File: src/nvm_loader_cfg.svh
/*
 * Constants for the nonvolatile protect and bootstrap loader block.
 * Assumes a 100 MHz clock and byte-wide memory ports.
 */
`ifndef NVM_LOADER_CFG_SVH
`define NVM_LOADER_CFG_SVH
`define OPT_OFFSET          16'h0100
`define OPT_PROTECT_BIT     1
`define OPT_SECURE_BIT      0
`define CTRL_OFFSET         16'h0007
`define CTRL_LATCH_BIT      1
`define CTRL_ERASE_BIT      2
`define CTRL_PUMP_BIT       0
`define LOWER_REGION_BYTES  32
`define EE_BYTES            256
`define EE_BASE             16'h0100
`define CLK_MHZ             100
`define ERASE_TIME_MS       100
`define PROG_TIME_MS        5
`define BLINK_HALF_MS       167
`define MS_CYCLES(ms)       ((ms) * 1000 * `CLK_MHZ)
`define BOOT_HOLD_CYCLES    2
`endif

File: src/nvm_loader_pkg.sv
/*
 * Types shared by the loader block.
 * Assumes the constants header is included by the design.
 */
package nvm_loader_pkg;
    // Bootstrap mode chosen once the entry pins have held past the reset release.
    typedef enum logic [5:0] {
        MODE_NONE    = 6'h01,
        MODE_CHECK   = 6'h02,
        MODE_PARPROG = 6'h04,
        MODE_SERIAL  = 6'h08,
        MODE_RAMLOAD = 6'h10,
        MODE_SERBOOT = 6'h20
    } boot_mode_e;

    // Mode select pins as sampled together.
    typedef struct packed {
        logic pin4;
        logic pin3;
        logic pin2;
        logic pin1;
    } mode_pins_s;

    // Address presented on the parallel loader pins.
    typedef struct packed {
        logic       comp2;
        logic [4:0] portc;
        logic [7:0] portb;
    } load_addr_s;
endpackage

File: src/nvm_loader.sv
/*
 * Options bits, bootstrap mode selection, erased check and parallel
 * EPROM/EEPROM loader sequencer.
 * Assumes the memory arrays sit outside and answer reads in one cycle.
 */
// Our own choice: strobed register access.
// Behaviour
// - lower 32 bytes never protected, upper 224 may be
// - protect bit 0 blocks upper writes
// - erased protect keeps protection until reset
// - protect clears only while latch enable set
// - protection off in bootstrap mode
// - options bits survive every reset
// - secure bit 0 refuses ram and serial load
// - secure change takes effect after reset
// - bootstrap needs high-voltage irq and capture held
// - pin4 low picks check, program, serial
// - pin4 high picks ram or serial load
// - copy code then raise compare output one
// - red on nonzero byte, green when erased
// - wait pin1, erase eeprom, recheck until erased
// - clear secure bit once both erased
// - pin2 low gives 5 ms programming
// - ascending order, eight eprom bytes or one eeprom byte per pulse
// - data on port A, 14-bit address out
// - handshake lines a and b, tie disables
// - green blinks about 3 Hz while programming
// - verify against source, green or red
// - latch off forces erase and pump off
`timescale 1ns/1ns
`include "nvm_loader_cfg.svh"
module nvm_loader import nvm_loader_pkg::*; #(
    parameter int ERASE_CYCLES = `MS_CYCLES(`ERASE_TIME_MS),
    parameter int PROG_CYCLES  = `MS_CYCLES(`PROG_TIME_MS),
    parameter int BLINK_CYCLES = `MS_CYCLES(`BLINK_HALF_MS),
    parameter int EPROM_LO     = 16'h0300,
    parameter int EPROM_HI     = 16'h3dff
) (
    // Clock and reset.
    input  wire logic        clk,
    input  wire logic        nrst,
    // Register port.
    input  wire logic [15:0] addr,
    input  wire logic [7:0]  wdata,
    input  wire logic        wr,
    input  wire logic        rd,
    output logic      [7:0]  rdata,
    // Bootstrap entry pins.
    input  wire logic        irq_high_volt,
    input  wire logic        capture_input_one,
    input  wire logic [3:0]  mode_pins,
    // Memory array access from the sequencer side.
    output logic      [15:0] mem_addr,
    output logic      [7:0]  mem_wdata,
    output logic             mem_wr,
    output logic             mem_erase,
    input  wire logic [7:0]  mem_rdata,
    // Array write permission toward the eeprom.
    input  wire logic [15:0] cpu_ee_addr,
    output logic             ee_write_allowed,
    // Parallel loader pins.
    input  wire logic [7:0]  port_a,
    output load_addr_s       load_addr,
    output logic             handshake_line_a,
    input  wire logic        handshake_line_b,
    // Status pins.
    output logic             compare_output_one,
    output logic             led_red,
    output logic             led_green,
    output logic             nonuser_allowed,
    output boot_mode_e       boot_mode
);
    if (PROG_CYCLES < 8 || ERASE_CYCLES < 1 || BLINK_CYCLES < 1) begin : g_bad_timing
        $error("Timing counts are too short.");
    end

    // Sequencer states.
    typedef enum logic [11:0] {
        S_IDLE   = 12'h001,
        S_COPY   = 12'h002,
        S_CHECK  = 12'h004,
        S_WAIT1  = 12'h008,
        S_ERASE  = 12'h010,
        S_ECHK   = 12'h020,
        S_CLRSEC = 12'h040,
        S_REQ    = 12'h080,
        S_PROG   = 12'h100,
        S_VREQ   = 12'h200,
        S_DONE   = 12'h400,
        S_FAIL   = 12'h800
    } seq_e;

    // Two-flop synchronisers for the pins.
    logic [6:0] pin_meta_reg, pin_sync_reg;
    logic [7:0] porta_meta_reg, porta_sync_reg;
    always_ff @(posedge clk) begin
        pin_meta_reg   <= {handshake_line_b, irq_high_volt, capture_input_one, mode_pins};
        pin_sync_reg   <= pin_meta_reg;
        porta_meta_reg <= port_a;
        porta_sync_reg <= porta_meta_reg;
    end
    logic       ack_s;
    mode_pins_s mp;
    assign ack_s = pin_sync_reg[6];
    assign mp    = pin_sync_reg[3:0];

    // Options cells: no reset touches them, so they start erased.
    logic       protect_cell_reg = 1'b1;
    logic       secure_cell_reg  = 1'b1;
    logic       secure_eff_reg, protect_eff_reg;   // Values in force since reset.
    logic       latch_reg, erase_reg, pump_reg;    // Eeprom control bits.
    logic       clr_secure;                        // Sequencer clears secure.

    // Decode of register addresses, used by read and write paths.
    function automatic logic hit(input logic [15:0] a, input logic [15:0] off);
        return a == off;
    endfunction

    // Options cell writes; reset leaves them alone.
    always_ff @(posedge clk) begin
        if (clr_secure) begin
            secure_cell_reg <= 1'b0;
        end else if (wr && hit(addr, `OPT_OFFSET)) begin
            secure_cell_reg <= wdata[`OPT_SECURE_BIT];
        end
        if (wr && hit(addr, `OPT_OFFSET)) begin
            if (wdata[`OPT_PROTECT_BIT]) begin
                protect_cell_reg <= 1'b1;
            end else if (latch_reg) begin
                protect_cell_reg <= 1'b0;
            end
        end
    end

    // Effective copies load only at reset, so changes wait for the next one.
    always_ff @(posedge clk) begin
        if (!nrst) begin
            secure_eff_reg  <= secure_cell_reg;
            protect_eff_reg <= protect_cell_reg;
        end
    end

    // Eeprom control bits; latch off forces erase and pump off.
    always_ff @(posedge clk) begin
        if (!nrst) begin
            latch_reg <= 1'b0;
            erase_reg <= 1'b0;
            pump_reg  <= 1'b0;
        end else if (wr && hit(addr, `CTRL_OFFSET)) begin
            latch_reg <= wdata[`CTRL_LATCH_BIT];
            erase_reg <= wdata[`CTRL_LATCH_BIT] & wdata[`CTRL_ERASE_BIT];
            pump_reg  <= wdata[`CTRL_LATCH_BIT] & wdata[`CTRL_PUMP_BIT];
        end
    end

    // Read data one cycle after the strobe; unmapped reads give zero.
    always_ff @(posedge clk) begin
        if (!nrst) begin
            rdata <= 8'h00;
        end else if (rd && hit(addr, `OPT_OFFSET)) begin
            rdata <= {6'h00, protect_cell_reg, secure_cell_reg};
        end else if (rd && hit(addr, `CTRL_OFFSET)) begin
            rdata <= {5'h00, erase_reg, latch_reg, pump_reg};
        end else begin
            rdata <= 8'h00;
        end
    end

    // Boot entry: pins held through the release and two cycles beyond.
    logic [1:0] hold_cnt_reg;
    logic       boot_ok_reg, boot_done_reg;
    logic       entry_ok;
    assign entry_ok = pin_sync_reg[5] & pin_sync_reg[4];
    always_ff @(posedge clk) begin
        if (!nrst) begin
            hold_cnt_reg  <= 2'd0;
            boot_ok_reg   <= 1'b0;
            boot_done_reg <= 1'b0;
        end else if (!boot_done_reg) begin
            if (!entry_ok) begin
                boot_done_reg <= 1'b1;
            end else if (hold_cnt_reg == 2'(`BOOT_HOLD_CYCLES)) begin
                boot_ok_reg   <= 1'b1;
                boot_done_reg <= 1'b1;
            end else begin
                hold_cnt_reg <= hold_cnt_reg + 2'd1;
            end
        end
    end

    // Mode choice from the select pins once entry is confirmed.
    function automatic boot_mode_e pick_mode(input mode_pins_s p, input logic sec);
        if (!p.pin4) begin
            if (!p.pin1 && !p.pin2) return MODE_CHECK;
            if (p.pin1 && !p.pin2 && !p.pin3) return MODE_PARPROG;
            if (p.pin1 && !p.pin2 && p.pin3) return MODE_SERIAL;
            return MODE_NONE;
        end
        if (!sec) return MODE_NONE;
        return p.pin3 ? MODE_SERBOOT : MODE_RAMLOAD;
    endfunction

    always_ff @(posedge clk) begin
        if (!nrst) begin
            boot_mode <= MODE_NONE;
        end else if (!boot_done_reg && entry_ok &&
                     hold_cnt_reg == 2'(`BOOT_HOLD_CYCLES)) begin
            boot_mode <= pick_mode(mp, secure_eff_reg);
        end
    end
    assign nonuser_allowed = secure_eff_reg;

    // Upper region guard; bootstrap lifts it.
    logic upper_hit;
    assign upper_hit = cpu_ee_addr >= 16'(`EE_BASE + `LOWER_REGION_BYTES);
    assign ee_write_allowed =
        !upper_hit || protect_eff_reg || boot_mode != MODE_NONE;

    // Sequencer registers.
    seq_e       state_reg;
    logic [15:0] ptr_reg;
    logic [31:0] tmr_reg;
    logic [2:0]  byte_cnt_reg;
    logic [7:0]  buf_reg [8];
    logic        verify_ee_reg;
    logic        ee_phase_reg;
    logic        blink_reg;
    logic [31:0] blink_cnt_reg;
    logic        in_eprom;
    assign in_eprom = ptr_reg >= 16'(EPROM_LO) && ptr_reg <= 16'(EPROM_HI);
    assign clr_secure = state_reg == S_CLRSEC;

    // Main loader sequence.
    always_ff @(posedge clk) begin
        if (!nrst) begin
            state_reg          <= S_IDLE;
            ptr_reg            <= 16'h0000;
            tmr_reg            <= 32'd0;
            byte_cnt_reg       <= 3'd0;
            ee_phase_reg       <= 1'b0;
            verify_ee_reg      <= 1'b0;
            compare_output_one <= 1'b0;
            led_red            <= 1'b0;
            led_green          <= 1'b0;
            handshake_line_a   <= 1'b0;
            for (int i = 0; i < 8; i++) buf_reg[i] <= 8'h00;
        end else begin
            case (state_reg)
                S_IDLE: begin
                    if (boot_mode != MODE_NONE && boot_mode != MODE_RAMLOAD) begin
                        state_reg <= S_COPY;
                    end
                end
                S_COPY: begin
                    compare_output_one <= 1'b1;
                    ptr_reg            <= 16'(EPROM_LO);
                    state_reg          <= (boot_mode == MODE_SERBOOT) ? S_COPY : S_CHECK;
                end
                S_CHECK: begin
                    if (mem_rdata != 8'h00) begin
                        led_red   <= 1'b1;
                        state_reg <= S_FAIL;
                    end else if (ptr_reg == 16'(EPROM_HI)) begin
                        led_green <= 1'b1;
                        state_reg <= S_WAIT1;
                    end else begin
                        ptr_reg <= ptr_reg + 16'd1;
                    end
                end
                S_WAIT1: begin
                    if (boot_mode != MODE_CHECK && mp.pin1) begin
                        tmr_reg   <= 32'(ERASE_CYCLES);
                        state_reg <= S_ERASE;
                    end
                end
                S_ERASE: begin
                    if (tmr_reg == 32'd1) begin
                        ptr_reg   <= `EE_BASE;
                        state_reg <= S_ECHK;
                    end else begin
                        tmr_reg <= tmr_reg - 32'd1;
                    end
                end
                S_ECHK: begin
                    if (mem_rdata != 8'hff) begin
                        led_red   <= 1'b1;
                        tmr_reg   <= 32'(ERASE_CYCLES);
                        state_reg <= S_ERASE;
                    end else if (ptr_reg == 16'(`EE_BASE + `EE_BYTES - 1)) begin
                        led_red   <= 1'b0;
                        state_reg <= S_CLRSEC;
                    end else begin
                        ptr_reg <= ptr_reg + 16'd1;
                    end
                end
                S_CLRSEC: begin
                    ptr_reg      <= `EE_BASE;
                    ee_phase_reg <= 1'b1;
                    state_reg    <= (boot_mode == MODE_PARPROG && !mp.pin2) ? S_REQ : S_DONE;
                end
                S_REQ: begin
                    handshake_line_a <= !ack_s;
                    if (handshake_line_a && ack_s) begin
                        handshake_line_a      <= 1'b0;
                        buf_reg[byte_cnt_reg] <= porta_sync_reg;
                        byte_cnt_reg          <= byte_cnt_reg + 3'd1;
                        if (ee_phase_reg || byte_cnt_reg == 3'd7) begin
                            tmr_reg   <= 32'(PROG_CYCLES);
                            state_reg <= S_PROG;
                        end else begin
                            ptr_reg <= ptr_reg + 16'd1;
                        end
                    end
                end
                S_PROG: begin
                    led_green <= blink_reg;
                    if (tmr_reg == 32'd1) begin
                        byte_cnt_reg <= 3'd0;
                        if (ee_phase_reg && ptr_reg == 16'(`EE_BASE + `EE_BYTES - 1)) begin
                            ee_phase_reg <= 1'b0;
                            ptr_reg      <= 16'(EPROM_LO);
                        end else if (!ee_phase_reg && ptr_reg == 16'(EPROM_HI)) begin
                            ptr_reg       <= `EE_BASE;
                            verify_ee_reg <= 1'b1;
                            state_reg     <= S_VREQ;
                        end else begin
                            ptr_reg <= ptr_reg + 16'd1;
                        end
                        if (!(!ee_phase_reg && ptr_reg == 16'(EPROM_HI))) begin
                            state_reg <= S_REQ;
                        end
                    end else begin
                        tmr_reg <= tmr_reg - 32'd1;
                    end
                end
                S_VREQ: begin
                    handshake_line_a <= !ack_s;
                    if (handshake_line_a && ack_s) begin
                        handshake_line_a <= 1'b0;
                        if (porta_sync_reg != mem_rdata) begin
                            led_red   <= 1'b1;
                            led_green <= 1'b0;
                            state_reg <= S_FAIL;
                        end else if (verify_ee_reg &&
                                     ptr_reg == 16'(`EE_BASE + `EE_BYTES - 1)) begin
                            verify_ee_reg <= 1'b0;
                            ptr_reg       <= 16'(EPROM_LO);
                        end else if (!verify_ee_reg && ptr_reg == 16'(EPROM_HI)) begin
                            state_reg <= S_DONE;
                        end else begin
                            ptr_reg <= ptr_reg + 16'd1;
                        end
                    end
                end
                S_DONE: led_green <= 1'b1;
                S_FAIL: state_reg <= S_FAIL;
                default: state_reg <= S_IDLE;
            endcase
        end
    end

    // Green blink while programming, about 3 Hz.
    always_ff @(posedge clk) begin
        if (!nrst) begin
            blink_cnt_reg <= 32'd0;
            blink_reg     <= 1'b1;
        end else if (blink_cnt_reg >= 32'(BLINK_CYCLES - 1)) begin
            blink_cnt_reg <= 32'd0;
            blink_reg     <= ~blink_reg;
        end else begin
            blink_cnt_reg <= blink_cnt_reg + 32'd1;
        end
    end

    // Memory pins and the address output.
    logic programming;
    assign programming = state_reg == S_PROG;
    logic [2:0] slot;   // Eprom pulses write all eight slots in their last eight cycles.
    assign slot        = ee_phase_reg ? 3'd0 : tmr_reg[2:0] - 3'd1;
    assign mem_addr    = (programming && !ee_phase_reg) ? {ptr_reg[15:3], slot} : ptr_reg;
    assign mem_wdata   = buf_reg[slot];
    assign mem_wr      = programming && (ee_phase_reg ? tmr_reg == 32'd1 :
                         in_eprom && tmr_reg <= 32'd8);
    assign mem_erase   = state_reg == S_ERASE;
    assign load_addr   = ptr_reg[13:0];
endmodule // nvm_loader

File: config.mk
export PLATFORM = sky130hd
export DESIGN_NAME = nvm_loader
export DESIGN_NICKNAME = d
export VERILOG_FILES = /design/src/nvm_loader_pkg.sv /design/src/nvm_loader.sv
export VERILOG_INCLUDE_DIRS = /design/src
export SDC_FILE = /design/constraint.sdc
export NUM_CORES = 1
export LEC_CHECK = 0
export BUFFER_PORTS_ARGS = -buffer_cell sky130_fd_sc_hd__buf_2
export CAP_MARGIN = 15
export CORE_MARGIN = 3
export CORE_UTILIZATION = 45
export CTS_CLUSTER_DIAMETER = 100
export DETAILED_ROUTE_END_ITERATION = 16
export GPL_TIMING_DRIVEN = 0
export PLACE_DENSITY = 0.69
export SLEW_MARGIN = 10
export SYNTH_ARGS = -nofsm -noshare
export SYNTH_HDL_FRONTEND = slang
export SYNTH_SLANG_ARGS = --single-unit
File: constraint.sdc
create_clock -name clk -period 8.1 [get_ports clk]
set_clock_uncertainty 0.05 [all_clocks]
set_input_delay 2.025 -clock clk [delete_from_list [all_inputs] [get_ports clk]]
set_output_delay 2.025 -clock clk [all_outputs]
set_load 0.02 [all_outputs]
Yosys cells after proc, flatten, opt, wreduce, memory -nomap -nowiden

Memories as Yosys holds them, arrays and structs flattened.
Cells that the tools add are included.

Bitwise logic cells: 9
Eq/ne operators: 54
Reduce and logical (&&, ||, !) cells: 58
Add/subtract/negate cells: 6
$mul: 0
Muxes and demuxes: 115
Shifts and indexed selects: 0
Divide/modulo/power cells: 0
Order comparisons: 5

Operators by type and width:

| cell                                                  | count |
|---|---|
| two-way mux 16 bit                                    | 14 |
| two-way mux 12 bit                                    | 16 |
| two-way mux 32 bit                                    | 5 |
| case mux 12 bit (12 select lines)                     | 1 |
| case mux 16 bit (8 select lines)                      | 1 |
| case mux 32 bit (4 select lines)                      | 1 |
| two-way mux 6 bit                                     | 11 |
| two-way mux 1 bit                                     | 51 |
| != test 2 bit, second input constant                  | 18 |
| adder 32 x 1 -> 32 bit, second input constant         | 1 |
| == test 16 x 9 -> 1 bit, second input constant        | 2 |
| == test 32 x 1 -> 1 bit, second input constant        | 1 |
| >= comparator 32 x 24 -> 1 bit, second input constant | 1 |
| <= comparator 32 x 4 -> 1 bit, second input constant  | 1 |
| subtractor 32 x 1 -> 32 bit, second input constant    | 1 |
| logical AND 1 bit                                     | 22 |
| two-way mux 3 bit                                     | 6 |
| != test 3 bit, second input constant                  | 6 |
| adder 16 x 1 -> 16 bit, second input constant         | 1 |
| == test 16 x 14 -> 1 bit, second input constant       | 1 |
| == test 16 x 3 -> 1 bit, second input constant        | 1 |
| >= comparator 16 x 10 -> 1 bit, second input constant | 1 |
| >= comparator 16 x 9 -> 1 bit, second input constant  | 1 |
| <= comparator 16 x 14 -> 1 bit, second input constant | 1 |
| 50 further kinds                                      | 82 |

RAM bits: 64
Memories: 1
Flip-flop bits (word level): 156
Input bits: 67
Bits in latches: 0
Output and inout port bits: 60
Bits in read-only memories: 0
Logic and storage cells: 277

Memory list:

| memory  | depth | bits a word | rd ports | clocked after Yosys merged registers in | wr ports | RTL line          | RTL |
|---|---|---|---|---|---|---|---|
| buf_reg | 8     | 8           | 1        | 0                                       | 8        | nvm_loader.sv:224 | `logic [7:0] buf_reg [8];` |

Logic depth before layout (Yosys ltp)

Gate-level depths: netlist of run 1.

Word-level depth: 22
Depth in mapped cells: 12

Worst setup path after synthesis of run 1

No wires, ideal clock.

Path kind: reg-to-output
Start point: reg tmr_reg[0]
End point: out mem_wdata[3]
Slack: 3.449 ns
Required time: 6.025 ns
Stages on the path, launching flop included: 10
Arrival time: 2.576 ns
Buffers on the path: 2
Cells stage by stage: dfxtp_1 inv_1 clkbuf_1 ha_1 xnor2_1 nor2_1 clkbuf_1 mux4_2 nand2_1 o21ai_0

Cells in the longest elaborated chain, start to end: 3

Ends and longest elaborated chain:

| element                   | RTL line          | RTL |
|---|---|---|
| start, declared           | nvm_loader.sv:222 | `logic [31:0] tmr_reg;` |
| start signal, assigned    | nvm_loader.sv:272 | `tmr_reg <= 32'(ERASE_CYCLES);` |
| start signal, assigned    | nvm_loader.sv:281 | `tmr_reg <= tmr_reg - 32'd1;` |
| start signal, assigned    | nvm_loader.sv:287 | `tmr_reg <= 32'(ERASE_CYCLES);` |
| subtractor 3 x 1 -> 3 bit | nvm_loader.sv:379 | `assign slot = ee_phase_reg ? 3'd0 : tmr_reg[2:0] - 3'd1;` |
| two-way mux 3 bit         | nvm_loader.sv:379 |  |
| memory read (8 x 8 bit)   | -                 |  |
| end, declared             | nvm_loader.sv:54  | `output logic [7:0] mem_wdata,` |

Every way passes these cells.

Final worst setup path of run 1

Start point: reg tmr_reg[0]
End point: out mem_wdata[4]

Same word-level chain as after synthesis.

==> results of run 1 <==
==> cell type report <==
type | count | area (um2) | area share
Clock buffer | 31 | 679 | 0.0574
Sequential cell | 215 | 4970 | 0.420
Multi-Input combinational cell | 821 | 4770 | 0.403
Timing Repair Buffer | 116 | 583 | 0.0492
Tap cell | 280 | 350 | 0.0296
Inverter | 17 | 63.8 | 0.00539
Buffer | 61 | 303 | 0.0256
Clock inverter | 13 | 115 | 0.00972
==> stage by stage <==
stage          instances  area, um2   util  hold WS, ps  worst slack (ps)
3_3_place_gp        1505      11000  0.503          259              2610
6_report            1554      11800  0.541          275              2070
3_5_place_dp        1506      11000  0.503          262              2610
5_1_grt             1554      11800  0.541          279              1710
2_1_floorplan       1114      10100      -          260              3450
4_1_cts             1550      11800  0.540          277              2050
==> worst reg2reg max path, delay by kind of cell (launching register included) <==
family | cells | cell delay, ps
buffers and inverters | 3 | 780
and+or+nand+nor | 5 | 2990
DFF | 1 | 290
==> worst max-delay path by stage <==
stage               start      endpoint  slack [ps]  depth (start not counted)
2_1_floorplan  tmr_reg[0]  mem_wdata[3]        3450                          9
3_3_place_gp   tmr_reg[0]  mem_wdata[4]        2610                         10
3_5_place_dp   tmr_reg[0]  mem_wdata[3]        2610                         10
4_1_cts        tmr_reg[0]  mem_wdata[3]        2050                         10
5_1_grt        tmr_reg[0]  mem_wdata[3]        1710                         10
6_report       tmr_reg[0]  mem_wdata[4]        2070                         10
==> cells in the mapped netlist, drive strengths merged, types with 25 or more instances <==
master,instances
nor3,34
xnor2,25
nor2,141
nand4,26
dfxtp,148
edfxtp,67
clkbuf,38
nand3,42
and2,69
nor4,31
o21ai,59
nand2,115
a21oi,52
==> placed cells by master, fill, tap and decap left out, types with 5 or more instances in the layout <==
cell         n
nor2_1     141
a211oi_1     6
or4_1       15
o21ai_0     58
nand3_1     42
nand2b_1    10
a31oi_1     12
clkinv_2     6
or3_1       11
inv_1       16
dfxtp_1    148
buf_4       17
nor4_1      31
and2_1      69
mux4_2       8
nand4_1     26
nand2_1    115
edfxtp_1    67
o211ai_1    13
nand4b_1     5
clkbuf_1    42
xor2_1      24
ha_1         8
o22ai_1      5
a21oi_1     52
clkbuf_16   26
nor3b_1      5
nand3b_1     5
and3_1      10
or2_2        6
nor3_1      34
and4_1       6
buf_2      120
a22oi_1      6
o31ai_1      8
xnor2_1     25
nor2b_1      7
or4b_1       5
conb_1      13
==> per-layer routing <==
metal,share of wire,wire [um],vias up
met1,0.44,11900,4133
met4,0.029,795,0
met3,0.063,1720,60
met2,0.47,12800,324
li1,-,-,4261
met5,0,0,-
==> cell families after synthesis <==
group	Yosys count	share of synthesized area
compound gates	187	0.114
simple gates	553	0.282
flops	215	0.494
fa+ha+maj	8	0.00995
other cells	1	0.000373
buf+inv	78	0.0364
mux	11	0.0209
xor+xnor	49	0.0426
==> report_power, final <==
part	leakage (nW)	switching (mW)	internal [mW]	total, mW
Combinational	2.37	0.426	0.219	0.645
Sequential	1.89	0.0438	1.16	1.20
Clock	0.382	0.445	0.629	1.07
Total	4.64	0.915	2.01	2.92
==> impl_metrics.toml, run 1 <==
[global_routing]
met2_usage = 0.362
grt_busiest_layer = "met2"
antenna_found_initial = 0
grt_max_degree = 15
grtUsageMet3 = 0.0366
grt_use_met1 = 0.294
grt-ovfl-total = 0
grt_usage = 0.218
grt_pass1_wl_mm = 43.3
grt_pass1_vias = 8272

[synthesis]
synthesis.area_um2 = 10100
synth_largest_area_cell = "dfxtp_1"
ys_warn_count = 0
synth_top_flop_cell = "dfxtp_1"
seq_area_frac_synth = 0.494
yosys.area.top_type_share = 0.294
synth.distinct_cells = 64
synth_edf_count = 67
synthArstFlopShare = 0
syn_area_per_cell_um2 = 9.13
netlist_top_cells_area = "dfxtp_1 (29%), edfxtp_1 (20%), nor2_1 (5.3%), and2_1 (4.3%), nand2_1 (4.3%)"
synth_cells = 1102
ys_ff_latch = 215

[min_path]
min-delay-start = "porta_meta_reg[5]"
hold_depth = 0
hold-path-endpoint = "porta_sync_reg[5]"
holdCritPathClass = "reg2reg"

[flow_run]
cap_violations = 0

[detailed_routing]
routed_wl_mm = 27.2
drt-pass1-iter-count = 8
detail-route-antenna-nets = 0
routed-via-count = 8778
drc_errors = 0
avgRoutedWirePerCell_um = 17.5
viasPerCell = 5.65
drt-initial-drc-count = 862

[setup_path]
crit_family = "buffers and inverters"
r2r.worst_path.cells = 8
path_cells = "inv_1, clkbuf_1, ha_1, xnor2_1, nor2_1, clkbuf_1, mux4_2, nand2_1, o21ai_0, buf_2"
crit_buf_inv = 4
critPathMaxFanout = 10
worst_path_largest_cell_delay_ps = 610
cp-end-kind = "output pin"
cp.required_ps = 6030
crit_path_start_kind = "register"
path_class = "reg2out"
r2r_end = "buf_reg[0][7]"
reg2reg_from = "state_reg[2]"
rrSetupSlack_ps = 3610
cp_slowest_cell = "clkbuf_1"
path_common_cell = "clkbuf_1"
critical_path_arrival_ps = 3950

[timing]
hold_viol = 0
min_period_ps = 6030
max_freq_mhz = 166
rsz0062_at_grt = "false"
slew_viol_final = 0
final-setup-viol-count = 0
post-route-period-util = 0.744
tightest_slew_ps = 1060
slew_headroom = 0.287
setup_tns_ps = 0

[placement]
place_congestion = 0.945
hpwl_mm = 19.6
portBuffers = 111

[die]
ios = 127
die_w_um = 156
die_h_um = 156
dieArea_um2 = 24200
start_util = 0.460
core_um2 = 21900
core.rowCount = 54

[clock_network]
numCtsBuffers = 24
post_cts_resized = 0
ctsLongestPathBuffers = 3
clock_tree.root_cell = "clkbuf_16"
cts_setup_buffers = 0
cts.hold.buffers_added = 0
clock_latency_ps = 530
htreeDepth = 1
clk_pin_slew_ps = 60
cts.sinks = 215
cts_tree = "done"

[layout]
syn2layout_area_growth_pct = 17.7
drive_above_1_share = 0.157
nets = 1331
diodes = 0
largest_reg_flops = 64
fillers = 2033

[outcome]
outcome = "finished, final reports clean"

[power_and_ir_drop]
power_density_nw_per_um2 = 247
leakagePower_nw = 4.64
p_total_mw = 2.92
peakVddDrop_mv = 0.147
No activity file was read; power rests on OpenSTA's default activity.
==> run 2, diff against run 1 <==
- ABC_AREA: default -> 1
- PLACE_DENSITY: 0.69 -> 0.68
- clock period: 8.1 -> 6 ns (I/O delays scaled with it)
==> impl_metrics.toml, run 2 <==
[layout]
largest_reg_flops = 64
multi_input_area_um2 = 5500
drive_above_1_share = 0.156
syn2layout_area_growth_pct = 16.2
stdcell_area_um2 = 13200
register_area_um2 = 4970
finalNonFillerCells = 2015
fillers = 2401
final_common_cell = "nor2_1"
most-common-layout-cells = "nor2_1 (327), nand2_1 (311), dfxtp_1 (148)"
nets = 1748
diodes = 0

[setup_path]
cp-end-kind = "output pin"
cp.required_ps = 4450
crit_path_start_kind = "register"
path_class = "reg2out"
critical_path_arrival_ps = 3020
critPathMaxFanout = 10

[flow_run]
cap_violations = 0

[synthesis]
yosys.area.top_type_share = 0.261
synth.distinct_cells = 50
ys_ff_latch = 215
synth_top_flop_cell = "dfxtp_1"
synth_common_cells = "nor2_1 (327), nand2_1 (311), dfxtp_1 (148)"
synth_largest_area_cell = "dfxtp_1"
syn_area_per_cell_um2 = 7.43
synth_cells = 1525
ys_warn_count = 0
synthesis.area_um2 = 11300
yosys.cell_count.top_type = "nor2_1"
netlist_top_cells_area = "dfxtp_1 (26%), edfxtp_1 (18%), nor2_1 (11%), nand2_1 (10%), nand3_1 (4.9%)"
seq_area_frac_synth = 0.439
synth_edf_count = 67
synthArstFlopShare = 0

[power_and_ir_drop]
leakagePower_nw = 6.07
power_density_nw_per_um2 = 386
peakVddDrop_mv = 0.240

[clock_network]
clk_pin_slew_ps = 60
clock_tree.root_cell = "clkbuf_16"
numCtsBuffers = 24
post_cts_resized = 0
cts_setup_buffers = 0
clock_latency_ps = 520
htreeDepth = 1
cts.hold.buffers_added = 0
cts_tree = "done"
cts.sinks = 215
ctsLongestPathBuffers = 3

[timing]
hold_viol = 0
slew_headroom = 0.549
setup_tns_ps = 0
max_freq_mhz = 219
tightest_slew_ps = 676
final-setup-viol-count = 0
rsz0062_at_grt = "false"
slew_viol_final = 0
whs_ps = 275
setup_slack_ps = 1430
min_period_ps = 4570
post-route-period-util = 0.762

[die]
die_h_um = 165
ios = 127
core.rowCount = 57
core_um2 = 24500
die_w_um = 165
start_util = 0.462
dieArea_um2 = 27100

[placement]
portBuffers = 110
placed_cells = 1971
placed_cell_area_um2 = 12300
place_congestion = 0.944
hpwl_mm = 21.7
place_ws_ps = 1990

[global_routing]
grt_usage = 0.216
grt_pass1_wl_mm = 47.4
grt-ovfl-total = 0
antenna_found_initial = 0
grt_max_degree = 15
grt_pass1_vias = 9497

[detailed_routing]
routed-via-count = 10400
drt-pass1-iter-count = 5
avgRoutedWirePerCell_um = 14.5
viasPerCell = 5.14
detail-route-antenna-nets = 0
drt-initial-drc-count = 835
drc_errors = 0
routed_wl_mm = 29.3

[outcome]
outcome = "finished, final reports clean"

[min_path]
holdCritPathClass = "reg2reg"
run 2: cell count changes after synthesis, sizes merged, moves of 19 or more:
cell / delta
clkbuf: -19
nor4: -21
and2: -68
nand3: +72
inv: +122
nor2: +210
nand2: +224
run 2: layout make-up:
class	instances	share of cell area
repair buffers	110	0.0418
flip-flops and latches	215	0.378
clock inverters	9	0.00940
multi-input cells	1125	0.418
clock buffers	35	0.0541
plain buffers	56	0.0283
well taps	324	0.0308
inverters	141	0.0405
run 2: worst paths after layout:
kind / start / to / slack [ps] / cells past startpoint
hold reg to reg: porta_meta_reg[3] / porta_sync_reg[3] / 270 / 0
setup / recovery: tmr_reg[0] / mem_wdata[6] / 1430 / 10
setup reg to reg: state_reg[0] / buf_reg[6][2] / 3500 / 9
hold / removal: porta_meta_reg[3] / porta_sync_reg[3] / 270 / 0
run 2: critical path, cell delays in order, from the launching register on:
cell      delay [ps]
dfxtp_1          350
inv_1             80
ha_1             240
xnor2_1          200
nor2_2           310
clkinv_1         300
clkbuf_1         320
nor3_1           220
nor3_1           120
a31oi_1          170
buf_2            180
run 2: stage by stage:
step	util	power (mW)
final	0.537	5.09
after global routing	0.537	5.41
after CTS	0.537	5.10
after detailed placement	0.503	3.56
after global placement	0.503	3.55
after floorplan	-	3.08
run 2: layer usage:
metal,track usage,vias to the layer above,part of all wire
li1,-,5243,-
met1,0.305,4698,0.46
met2,0.341,364,0.44
met3,0.0326,56,0.073
met4,0.0663,0,0.029
met5,0,-,0
run 2: report_power, final:
part	internal [mW]	switching, mW	total [mW]
Combinational	0.639	1.24	1.88
Clock	0.952	0.580	1.53
Sequential	1.59	0.0905	1.68
run 2: cells by family (layout without fill, tap and decap cells):
group                    Yosys count  count (layout)  share of synthesized area
XOR/XNOR                          50              50                     0.0386
other                              1              13                   0.000331
AO/OA/AOI/OAI                    160             160                     0.0811
buffers and inverters            197             351                     0.0799
adder cells (fa/ha/maj)            8               8                    0.00883
flip-flops                       215             215                      0.439
AND/OR/NAND/NOR                  894             894                      0.352
